$ cat src/tcr_consts.vh
// Offsets, reset values and sizes of the totalizer control register bank
`ifndef TCR_CONSTS_VH
`define TCR_CONSTS_VH

// ----------------------------------------------------------------------------
// Register indices (byte address = index * 4)
// ----------------------------------------------------------------------------
`define TCR_IDX_READING     16'h0004
`define TCR_IDX_CLR_MASK    16'h1F10
`define TCR_IDX_SEL_EN      16'h1F11
`define TCR_IDX_BOOT_MASK   16'h1F20
`define TCR_IDX_CLRABLE     16'h1F30
`define TCR_IDX_SEL_CLR     16'h1F50
`define TCR_IDX_RECALL      16'hFFFC

// ----------------------------------------------------------------------------
// Reset values and sizes
// ----------------------------------------------------------------------------
`define TCR_RST_CLRABLE     16'hFFFE
`define TCR_RST_EN_MASK     16'h0000
`define TCR_RST_BOOT_MASK   16'h0000
`define TCR_NUM_TOT         16
`define TCR_FAC_SLOTS       4
`define TCR_CFG_W           48
`define TCR_RSP_OK          2'h0
`define TCR_RSP_DECERR      2'h3

`endif

$ cat src/tcr_factory_store.v
// Factory configuration images and their recall by index
`default_nettype none
`include "tcr_consts.vh"

module tcr_factory_store (
    input  wire                  core_clk_i,
    input  wire                  rstn_i,
    input  wire                  prog_wr_i,
    input  wire [1:0]            prog_idx_i,
    input  wire [`TCR_CFG_W-1:0] prog_cfg_i,
    input  wire                  recall_i,
    input  wire [15:0]           recall_idx_i,
    output reg                   load_o,
    output reg  [`TCR_CFG_W-1:0] load_cfg_o
);

    reg [`TCR_CFG_W-1:0]    image_reg [0:`TCR_FAC_SLOTS-1];
    reg [`TCR_FAC_SLOTS-1:0] valid_reg;
    integer                 i;

    wire idx_ok = (recall_idx_i < `TCR_FAC_SLOTS);

    // ------------------------------------------------------------------------
    // Image programming and recall
    // ------------------------------------------------------------------------
    always @(posedge core_clk_i) begin
        if (!rstn_i) begin
            valid_reg  <= {`TCR_FAC_SLOTS{1'b0}};
            load_o     <= 1'b0;
            load_cfg_o <= {`TCR_CFG_W{1'b0}};
            for (i = 0; i < `TCR_FAC_SLOTS; i = i + 1) begin
                image_reg[i] <= {`TCR_CFG_W{1'b0}};
            end
        end else begin
            if (prog_wr_i) begin
                image_reg[prog_idx_i] <= prog_cfg_i;
                valid_reg[prog_idx_i] <= 1'b1;
            end
            // Bad index: nothing happens; empty slot: load_cfg_o is loaded but load_o stays low
            load_o <= recall_i && idx_ok && valid_reg[recall_idx_i[1:0]];
            if (recall_i && idx_ok) begin
                load_cfg_o <= image_reg[recall_idx_i[1:0]];
            end
        end
    end

endmodule
`default_nettype wire

$ cat src/tcr_regs.v
// Totalizer control register bank: Avalon-MM slave, startup clear, recall
`default_nettype none
`include "tcr_consts.vh"

module tcr_regs (
    input  wire                  core_clk_i,
    input  wire                  rstn_i,
    // Avalon-MM slave, byte addressed
    input  wire [17:0]           avs_address_i,
    input  wire                  avs_read_i,
    input  wire                  avs_write_i,
    input  wire [31:0]           avs_writedata_i,
    input  wire [3:0]            avs_byteenable_i,
    output reg  [31:0]           avs_readdata_o,
    output reg  [1:0]            avs_response_o,
    output reg                   avs_waitrequest_o,
    // Active profile, chosen elsewhere
    input  wire [3:0]            profile_sel_i,
    // Updated totals from the accumulation engine
    input  wire                  acc_valid_i,
    input  wire [3:0]            acc_idx_i,
    input  wire [31:0]           acc_value_i,
    // Persistent memory side
    input  wire [15:0]           nv_boot_mask_i,
    output reg                   nv_save_o,
    output reg  [15:0]           nv_save_data_o,
    output reg  [15:0]           persist_mask_o,
    // Factory image programming
    input  wire                  fac_prog_wr_i,
    input  wire [1:0]            fac_prog_idx_i,
    input  wire [`TCR_CFG_W-1:0] fac_prog_cfg_i,
    // Status
    output reg  [15:0]           tot_enable_mask_o,
    output reg                   boot_done_o
);

    // ------------------------------------------------------------------------
    // States
    // ------------------------------------------------------------------------
    localparam [1:0] ST_CAPTURE = 2'h0;
    localparam [1:0] ST_CLEAR   = 2'h1;
    localparam [1:0] ST_RUN     = 2'h2;

    reg  [1:0]            state_reg;
    reg  [1:0]            state_next;
    reg  [15:0]           clrable_reg;
    reg  [15:0]           en_mask_reg;
    reg  [15:0]           boot_mask_reg;
    reg  [15:0]           clear_vec;
    wire [31:0]           sel_value;
    wire                  fac_load;
    wire [`TCR_CFG_W-1:0] fac_cfg;

    // ------------------------------------------------------------------------
    // Decode helpers
    // ------------------------------------------------------------------------
    function hit;
        input [17:0] addr;
        input [15:0] idx;
        begin
            hit = (addr[17:2] == idx) && (addr[1:0] == 2'h0);
        end
    endfunction

    function [31:0] lanes;
        input [31:0] data;
        input [3:0]  be;
        begin
            lanes = data & {{8{be[3]}}, {8{be[2]}}, {8{be[1]}}, {8{be[0]}}};
        end
    endfunction

    // Request is taken once, in the cycle where waitrequest is still high
    wire        take     = (avs_read_i || avs_write_i) && avs_waitrequest_o && (state_reg == ST_RUN);
    wire        wr_take  = take && avs_write_i;
    wire [31:0] wdata    = lanes(avs_writedata_i, avs_byteenable_i);
    wire [15:0] sel_hot  = 16'h0001 << profile_sel_i;

    wire h_reading = hit(avs_address_i, `TCR_IDX_READING);
    wire h_clrmask = hit(avs_address_i, `TCR_IDX_CLR_MASK);
    wire h_sel_en  = hit(avs_address_i, `TCR_IDX_SEL_EN);
    wire h_boot    = hit(avs_address_i, `TCR_IDX_BOOT_MASK);
    wire h_clrable = hit(avs_address_i, `TCR_IDX_CLRABLE);
    wire h_sel_clr = hit(avs_address_i, `TCR_IDX_SEL_CLR);
    wire h_recall  = hit(avs_address_i, `TCR_IDX_RECALL);
    wire mapped    = h_reading | h_clrmask | h_sel_en | h_boot | h_clrable | h_sel_clr | h_recall;

    // ------------------------------------------------------------------------
    // Clear requests
    // ------------------------------------------------------------------------
    always @* begin
        clear_vec = 16'h0000;
        if (state_reg == ST_CLEAR) begin
            clear_vec = boot_mask_reg;
        end else if (wr_take && h_clrmask) begin
            // Only the low sixteen bits reach the bank
            clear_vec = wdata[15:0] & clrable_reg;
        end else if (wr_take && h_sel_clr) begin
            clear_vec = sel_hot & clrable_reg;
        end else if (wr_take && h_reading && (wdata == 32'h00000000)) begin
            // Non-zero value writes fall through untouched
            clear_vec = sel_hot & clrable_reg;
        end
    end

    // ------------------------------------------------------------------------
    // Startup sequence
    // ------------------------------------------------------------------------
    always @* begin
        case (state_reg)
            ST_CAPTURE: state_next = ST_CLEAR;
            ST_CLEAR:   state_next = ST_RUN;
            ST_RUN:     state_next = ST_RUN;
            default:    state_next = ST_CAPTURE;
        endcase
    end

    always @(posedge core_clk_i) begin
        if (!rstn_i) begin
            state_reg   <= ST_CAPTURE;
            boot_done_o <= 1'b0;
        end else begin
            state_reg   <= state_next;
            boot_done_o <= (state_next == ST_RUN);
        end
    end

    // ------------------------------------------------------------------------
    // Configuration registers
    // ------------------------------------------------------------------------
    always @(posedge core_clk_i) begin
        if (!rstn_i) begin
            clrable_reg   <= `TCR_RST_CLRABLE;
            en_mask_reg   <= `TCR_RST_EN_MASK;
            boot_mask_reg <= `TCR_RST_BOOT_MASK;
        end else if (state_reg == ST_CAPTURE) begin
            // Mask held in persistent memory is taken after reset release
            boot_mask_reg <= nv_boot_mask_i;
        end else if (wr_take) begin
            if (h_boot) begin
                boot_mask_reg <= wdata[15:0];
            end
            if (h_clrable) begin
                clrable_reg <= wdata[15:0];
            end
            if (h_sel_en) begin
                if (wdata != 32'h00000000) begin
                    en_mask_reg <= en_mask_reg | sel_hot;
                end else begin
                    en_mask_reg <= en_mask_reg & ~sel_hot;
                end
            end
        end else if (fac_load) begin
            // Only configuration is replaced; the bank is not touched
            en_mask_reg   <= fac_cfg[47:32];
            clrable_reg   <= fac_cfg[31:16];
            boot_mask_reg <= fac_cfg[15:0];
        end
    end

    // ------------------------------------------------------------------------
    // Persistent memory outputs
    // ------------------------------------------------------------------------
    always @(posedge core_clk_i) begin
        if (!rstn_i) begin
            nv_save_o      <= 1'b0;
            nv_save_data_o <= 16'h0000;
            persist_mask_o <= 16'hFFFF;
        end else begin
            nv_save_o <= wr_take && h_boot;
            if (wr_take && h_boot) begin
                nv_save_data_o <= wdata[15:0];
            end
            // Totals with startup clear are not written back
            persist_mask_o <= ~boot_mask_reg;
        end
    end

    // ------------------------------------------------------------------------
    // Bus answer: one cycle after the request is seen
    // ------------------------------------------------------------------------
    always @(posedge core_clk_i) begin
        if (!rstn_i) begin
            avs_waitrequest_o <= 1'b1;
            avs_readdata_o    <= 32'h00000000;
            avs_response_o    <= `TCR_RSP_OK;
            tot_enable_mask_o <= `TCR_RST_EN_MASK;
        end else begin
            tot_enable_mask_o <= en_mask_reg;
            if (take) begin
                avs_waitrequest_o <= 1'b0;
                avs_response_o    <= mapped ? `TCR_RSP_OK : `TCR_RSP_DECERR;
                avs_readdata_o    <= 32'h00000000;
                if (avs_read_i) begin
                    if (h_reading) begin
                        avs_readdata_o <= sel_value;
                    end else if (h_sel_en) begin
                        avs_readdata_o <= {31'h00000000, |(en_mask_reg & sel_hot)};
                    end else if (h_boot) begin
                        avs_readdata_o <= {16'h0000, boot_mask_reg};
                    end else if (h_clrable) begin
                        avs_readdata_o <= {16'h0000, clrable_reg};
                    end
                end
            end else begin
                avs_waitrequest_o <= 1'b1;
            end
        end
    end

    // ------------------------------------------------------------------------
    // Submodules
    // ------------------------------------------------------------------------
    tcr_total_bank u_bank (
        .core_clk_i  (core_clk_i),
        .rstn_i      (rstn_i),
        .clear_vec_i (clear_vec),
        .en_mask_i   (en_mask_reg),
        .acc_valid_i (acc_valid_i),
        .acc_idx_i   (acc_idx_i),
        .acc_value_i (acc_value_i),
        .rd_idx_i    (profile_sel_i),
        .rd_value_o  (sel_value)
    );

    tcr_factory_store u_fac (
        .core_clk_i   (core_clk_i),
        .rstn_i       (rstn_i),
        .prog_wr_i    (fac_prog_wr_i),
        .prog_idx_i   (fac_prog_idx_i),
        .prog_cfg_i   (fac_prog_cfg_i),
        .recall_i     (wr_take && h_recall),
        .recall_idx_i (wdata[15:0]),
        .load_o       (fac_load),
        .load_cfg_o   (fac_cfg)
    );

endmodule
`default_nettype wire

$ cat src/tcr_total_bank.v
// Sixteen accumulated totals, one per profile, with per-entry clear
`default_nettype none

module tcr_total_bank (
    input  wire        core_clk_i,
    input  wire        rstn_i,
    input  wire [15:0] clear_vec_i,
    input  wire [15:0] en_mask_i,
    input  wire        acc_valid_i,
    input  wire [3:0]  acc_idx_i,
    input  wire [31:0] acc_value_i,
    input  wire [3:0]  rd_idx_i,
    output wire [31:0] rd_value_o
);

    reg [31:0] total_reg [0:15];
    integer    i;

    // ------------------------------------------------------------------------
    // Storage
    // ------------------------------------------------------------------------
    always @(posedge core_clk_i) begin
        for (i = 0; i < 16; i = i + 1) begin
            if (!rstn_i) begin
                total_reg[i] <= 32'h00000000;
            end else if (clear_vec_i[i]) begin
                // Clear beats a same-cycle update; disabled entries clear too
                total_reg[i] <= 32'h00000000;
            end else if (acc_valid_i && (acc_idx_i == i[3:0]) && en_mask_i[i]) begin
                total_reg[i] <= acc_value_i;
            end
        end
    end

    assign rd_value_o = total_reg[rd_idx_i];

endmodule
`default_nettype wire
$ cat config.mk
export PLATFORM = sky130hd
export DESIGN_NAME = tcr_regs
export DESIGN_NICKNAME = d
export VERILOG_FILES = /design/src/tcr_factory_store.v /design/src/tcr_regs.v /design/src/tcr_total_bank.v
export VERILOG_INCLUDE_DIRS = /design/src
export SDC_FILE = /design/constraint.sdc
export NUM_CORES = 2
export LEC_CHECK = 0
export BUFFER_PORTS_ARGS = -buffer_cell sky130_fd_sc_hd__buf_4
export CAP_MARGIN = 25
export CELL_PAD_IN_SITES_DETAIL_PLACEMENT = 1
export CELL_PAD_IN_SITES_GLOBAL_PLACEMENT = 2
export CORE_ASPECT_RATIO = 1.5
export CORE_MARGIN = 2
export CORE_UTILIZATION = 32
export CTS_CLUSTER_DIAMETER = 40
export DETAILED_ROUTE_END_ITERATION = 10
export GPL_TIMING_DRIVEN = 0
export PLACE_DENSITY_LB_ADDON = 0.1
export SLEW_MARGIN = 20
export SYNTH_ARGS = -nofsm -noshare
export SYNTH_HDL_FRONTEND = slang
export SYNTH_SLANG_ARGS = --single-unit
export TNS_END_PERCENT = 5
$ cat constraint.sdc
create_clock -name core_clk_i -period 5.75 [get_ports core_clk_i]
set_clock_uncertainty 0.15 [all_clocks]
set_input_delay 0.575 -clock core_clk_i [delete_from_list [all_inputs] [get_ports core_clk_i]]
set_output_delay 0.575 -clock core_clk_i [all_outputs]
set_load 0.005 [all_outputs]
==> flow_summary.ini <==
[pwr]
p_clk_share_pct = 49.6
power.internal_mw = 13.29
leakage_nw = 19.19
power_per_cell_area_nw_per_um2 = 331.6
seq_power_share_pct = 41.1
power_frac_comb_pct = 9.3
p_sw_mw = 4.746
max-vdd-ir-drop_mv = 0.2594
power_mw = 18.03
p_sw_share_pct = 26.31

[place]
portBuffers = 244
gp_congestion = 0.9821
dp_hpwl_mm = 172.1

[yosys]
synth_enable_flop_cells = 704
synthCells = 3800
ys_warn_count = 0
syn_nets = 3969
ys_seq_area_share_pct = 56.60
ys.flop_type = edfxtp_1
syn_avg_cell_area_um2 = 11.56
async_reset_ff_share_pct = 0
syn_area_um2 = 43930
synth_cell_types = 63
synth.ff_latch_count = 890

[hold_path]
hold_path.class = input port to flop

[global_routing]
grt_start_max_net_pins = 34
grt_antenna_before_repair = 14
grt_pass1_wl_mm = 307.4
grt_pass1_vias = 39080
overflow = 0
grtUsageTotal_pct = 31.78

[timing]
final-hold-violation-count = 0
max_slew_margin_pct = 24.04
report.final.setup_viol = 0
period_minus_slack_ns = 5.026
post-route-period-util_pct = 87.41
clock.fmax_mhz = 199.0
worstMarginPinSlew_ns = 1.139
slew_violations = 0
grt_setup_unrepaired = no

[floorplan]
dieHeight_um = 457.8
initial_core_util_pct = 32.19
dieWidth_um = 306.5
ios = 251
row_count = 166
coreArea_um2 = 136500
die-area_um2 = 140300

[drt]
post_drt_wl_per_cell_um = 36.32
ant_nets = 0
dr.first_iter.drc_count = 2934
vias = 36950
drt_first_pass_iters = 5
drc = 0
vias_per_cell = 5.967
drt_wl_total_mm = 224.9

[cts]
htree_num_levels = 4
clk_latency_ns = 0.80
cts_sinks = 890
cts_tree = done
clockBufferDepth = 3
clk_pin_slew_ns = 0.06
cts_buffers = 145
cts_root_buf = clkbuf_16
cts_setup_buffers = 0

[cells_and_area]
nets = 4476
fillCellCount = 14590
final_layout_size_suffix_gt1_share_pct = 21.23
areaGrowthSynthToFinish_pct = 23.81
mostFrequentLayoutCells = edfxtp_1, a21oi_1, nand4_1, clkbuf_1, nand2_1
final_common_cell = edfxtp_1
final_util_pct = 39.86
largest_reg_flops = 512

[flow_run]
cap_violations = 0

[outcome]
status = finished clean

[critical_path]
slowest_delay_ns = 0.77
r2r_slack_ns = 0.92
startpoint_type = input port
cp.arrival_ns = 5.35
crit_required_ns = 6.07
crit_chain = dlygate4sd3_1 > buf_4 > or4_1 > o21ai_1 > nand2_1 > o32ai_2 > clkbuf_1 > buf_2 > a21o_2 > buf_12
crit_type = input port to flop
path_delay_family = buffers and inverters
critPathBufInv = 5
slowest_stage = clkbuf_1
end_kind = flop
cp_max_fo = 21
-- synth_stat cells, types with 3 or more instances --
| library cell | number | area, um2 |
|---|---|---|
| clkbuf_1 | 347 | 1303 |
| nand3_2 | 30 | 300.3 |
| o21bai_1 | 3 | 22.52 |
| o211ai_1 | 88 | 660.6 |
| nand4b_1 | 9 | 78.83 |
| buf_6 | 38 | 427.9 |
| a31o_2 | 16 | 140.1 |
| a31oi_1 | 13 | 81.33 |
| mux4_2 | 155 | 3491 |
| mux2i_1 | 14 | 140.1 |
| nor4_1 | 5 | 31.28 |
| nand3b_1 | 5 | 37.54 |
| o2111a_1 | 3 | 33.78 |
| nor4b_1 | 11 | 96.34 |
| buf_2 | 39 | 195.2 |
| nor2_1 | 33 | 123.9 |
| and3_1 | 81 | 506.7 |
| o311ai_0 | 8 | 70.07 |
| inv_1 | 7 | 26.28 |
| or2_2 | 4 | 25.02 |
| buf_8 | 3 | 45.04 |
| or4_1 | 13 | 97.59 |
| nand2b_1 | 6 | 37.54 |
| nor2b_1 | 9 | 56.30 |
| a21oi_1 | 618 | 3093 |
| a21o_1 | 19 | 142.6 |
| and2_1 | 198 | 1239 |
| mux2_2 | 56 | 630.6 |
| edfxtp_1 | 704 | 21140 |
| nand3_1 | 100 | 500.5 |
| nor3b_1 | 20 | 150.1 |
| nand4_1 | 490 | 3065 |
| and4_1 | 5 | 43.79 |
| buf_1 | 58 | 217.7 |
| nand2_1 | 287 | 1077 |
| a22oi_1 | 12 | 90.09 |
| a22o_1 | 19 | 166.4 |
| dfxtp_1 | 186 | 3724 |
| o21ai_0 | 34 | 170.2 |
| or4_4 | 12 | 135.1 |
| ha_1 | 3 | 37.54 |
| nor3_1 | 13 | 65.06 |
| o31ai_1 | 3 | 22.52 |
-- power groups by stage --
stage	clock, mW	combinational, mW	sequential, mW
floorplan	0	0.777	7.47
global placement	0	1.55	7.56
detailed placement	0	1.62	7.54
CTS	9.02	1.67	7.41
global route	9.27	1.73	7.44
finish	8.94	1.68	7.42
-- path summary, 6_finish.rpt --
check	startpoint	to	cells past startpoint
max	avs_writedata_i[10]	u_bank.total_reg[3][13]	10
min	nv_boot_mask_i[13]	boot_mask_reg[13]	4
max reg2reg	state_reg[1]	u_bank.total_reg[3][13]	9
min reg2reg	u_fac.valid_reg[3]	u_fac.valid_reg[3]	2
-- what timing repair did --
| action | in CTS | in global routing |
|---|---|---|
| hold endpoints to repair | 225 | 0 |
| hold buffers | 75 | 0 |
| gates resized for setup | 0 | 0 |
-- cells by family (layout without fill, tap and decap cells) --
| logic type | after synthesis | in the layout | synth area share [%] |
|---|---|---|---|
| compound gates | 850 | 850 | 10.97 |
| fa+ha+maj | 3 | 3 | 0.08545 |
| buf+inv | 495 | 1118 | 5.078 |
| flops | 890 | 890 | 56.60 |
| mux | 225 | 225 | 9.700 |
| other cells | 0 | 5 | 0 |
| simple gates | 1337 | 1337 | 17.57 |
-- layer usage --
metal | vias up | share of wire (%) | GRT usage, %
met5 | - | 0.044 | 0
met4 | 16 | 8.4 | 23.17
met3 | 728 | 5.9 | 6.255
met2 | 1723 | 52 | 57.36
met1 | 18660 | 34 | 32.51
li1 | 15820 | - | -
-- worst register-to-register path, cell delays in order, from the launching register on --
cell,delay (ns)
dfxtp_1,0.42
ha_1,0.33
nand3_1,0.18
a211oi_2,0.35
nand2_1,0.19
o32ai_2,0.76
clkbuf_1,0.77
buf_2,0.46
a21o_2,0.59
buf_12,0.27
-- through the flow --
step	worst slack (ns)	TNS [ns]	std cells	hold WS, ns	cell area [um2]
2_1_floorplan	1.054	0	3800	0.2368	43930
3_3_place_gp	-2.775	-556.65	5808	0.2798	47970
3_5_place_dp	0.6439	0	5848	0.2876	48760
4_1_cts	0.9330	0	6186	0.001739	54360
5_1_grt	0.7591	0	6188	0.03876	54380
6_report	0.7238	0	6192	0.03763	54390
-- final cells by class --
cell class | count | area [um2] | area share (%)
Clock buffer | 171 | 3915 | 7.198
Inverter | 8 | 30.03 | 0.05521
Sequential cell | 890 | 24860 | 45.71
Antenna cell | 5 | 12.51 | 0.02300
Clock inverter | 92 | 942.2 | 1.732
Timing Repair Buffer | 360 | 3129 | 5.753
Buffer | 487 | 2218 | 4.079
Tap cell | 1764 | 2207 | 4.058
Multi-Input combinational cell | 2415 | 17070 | 31.39
(Power assumes the default switching activity.)
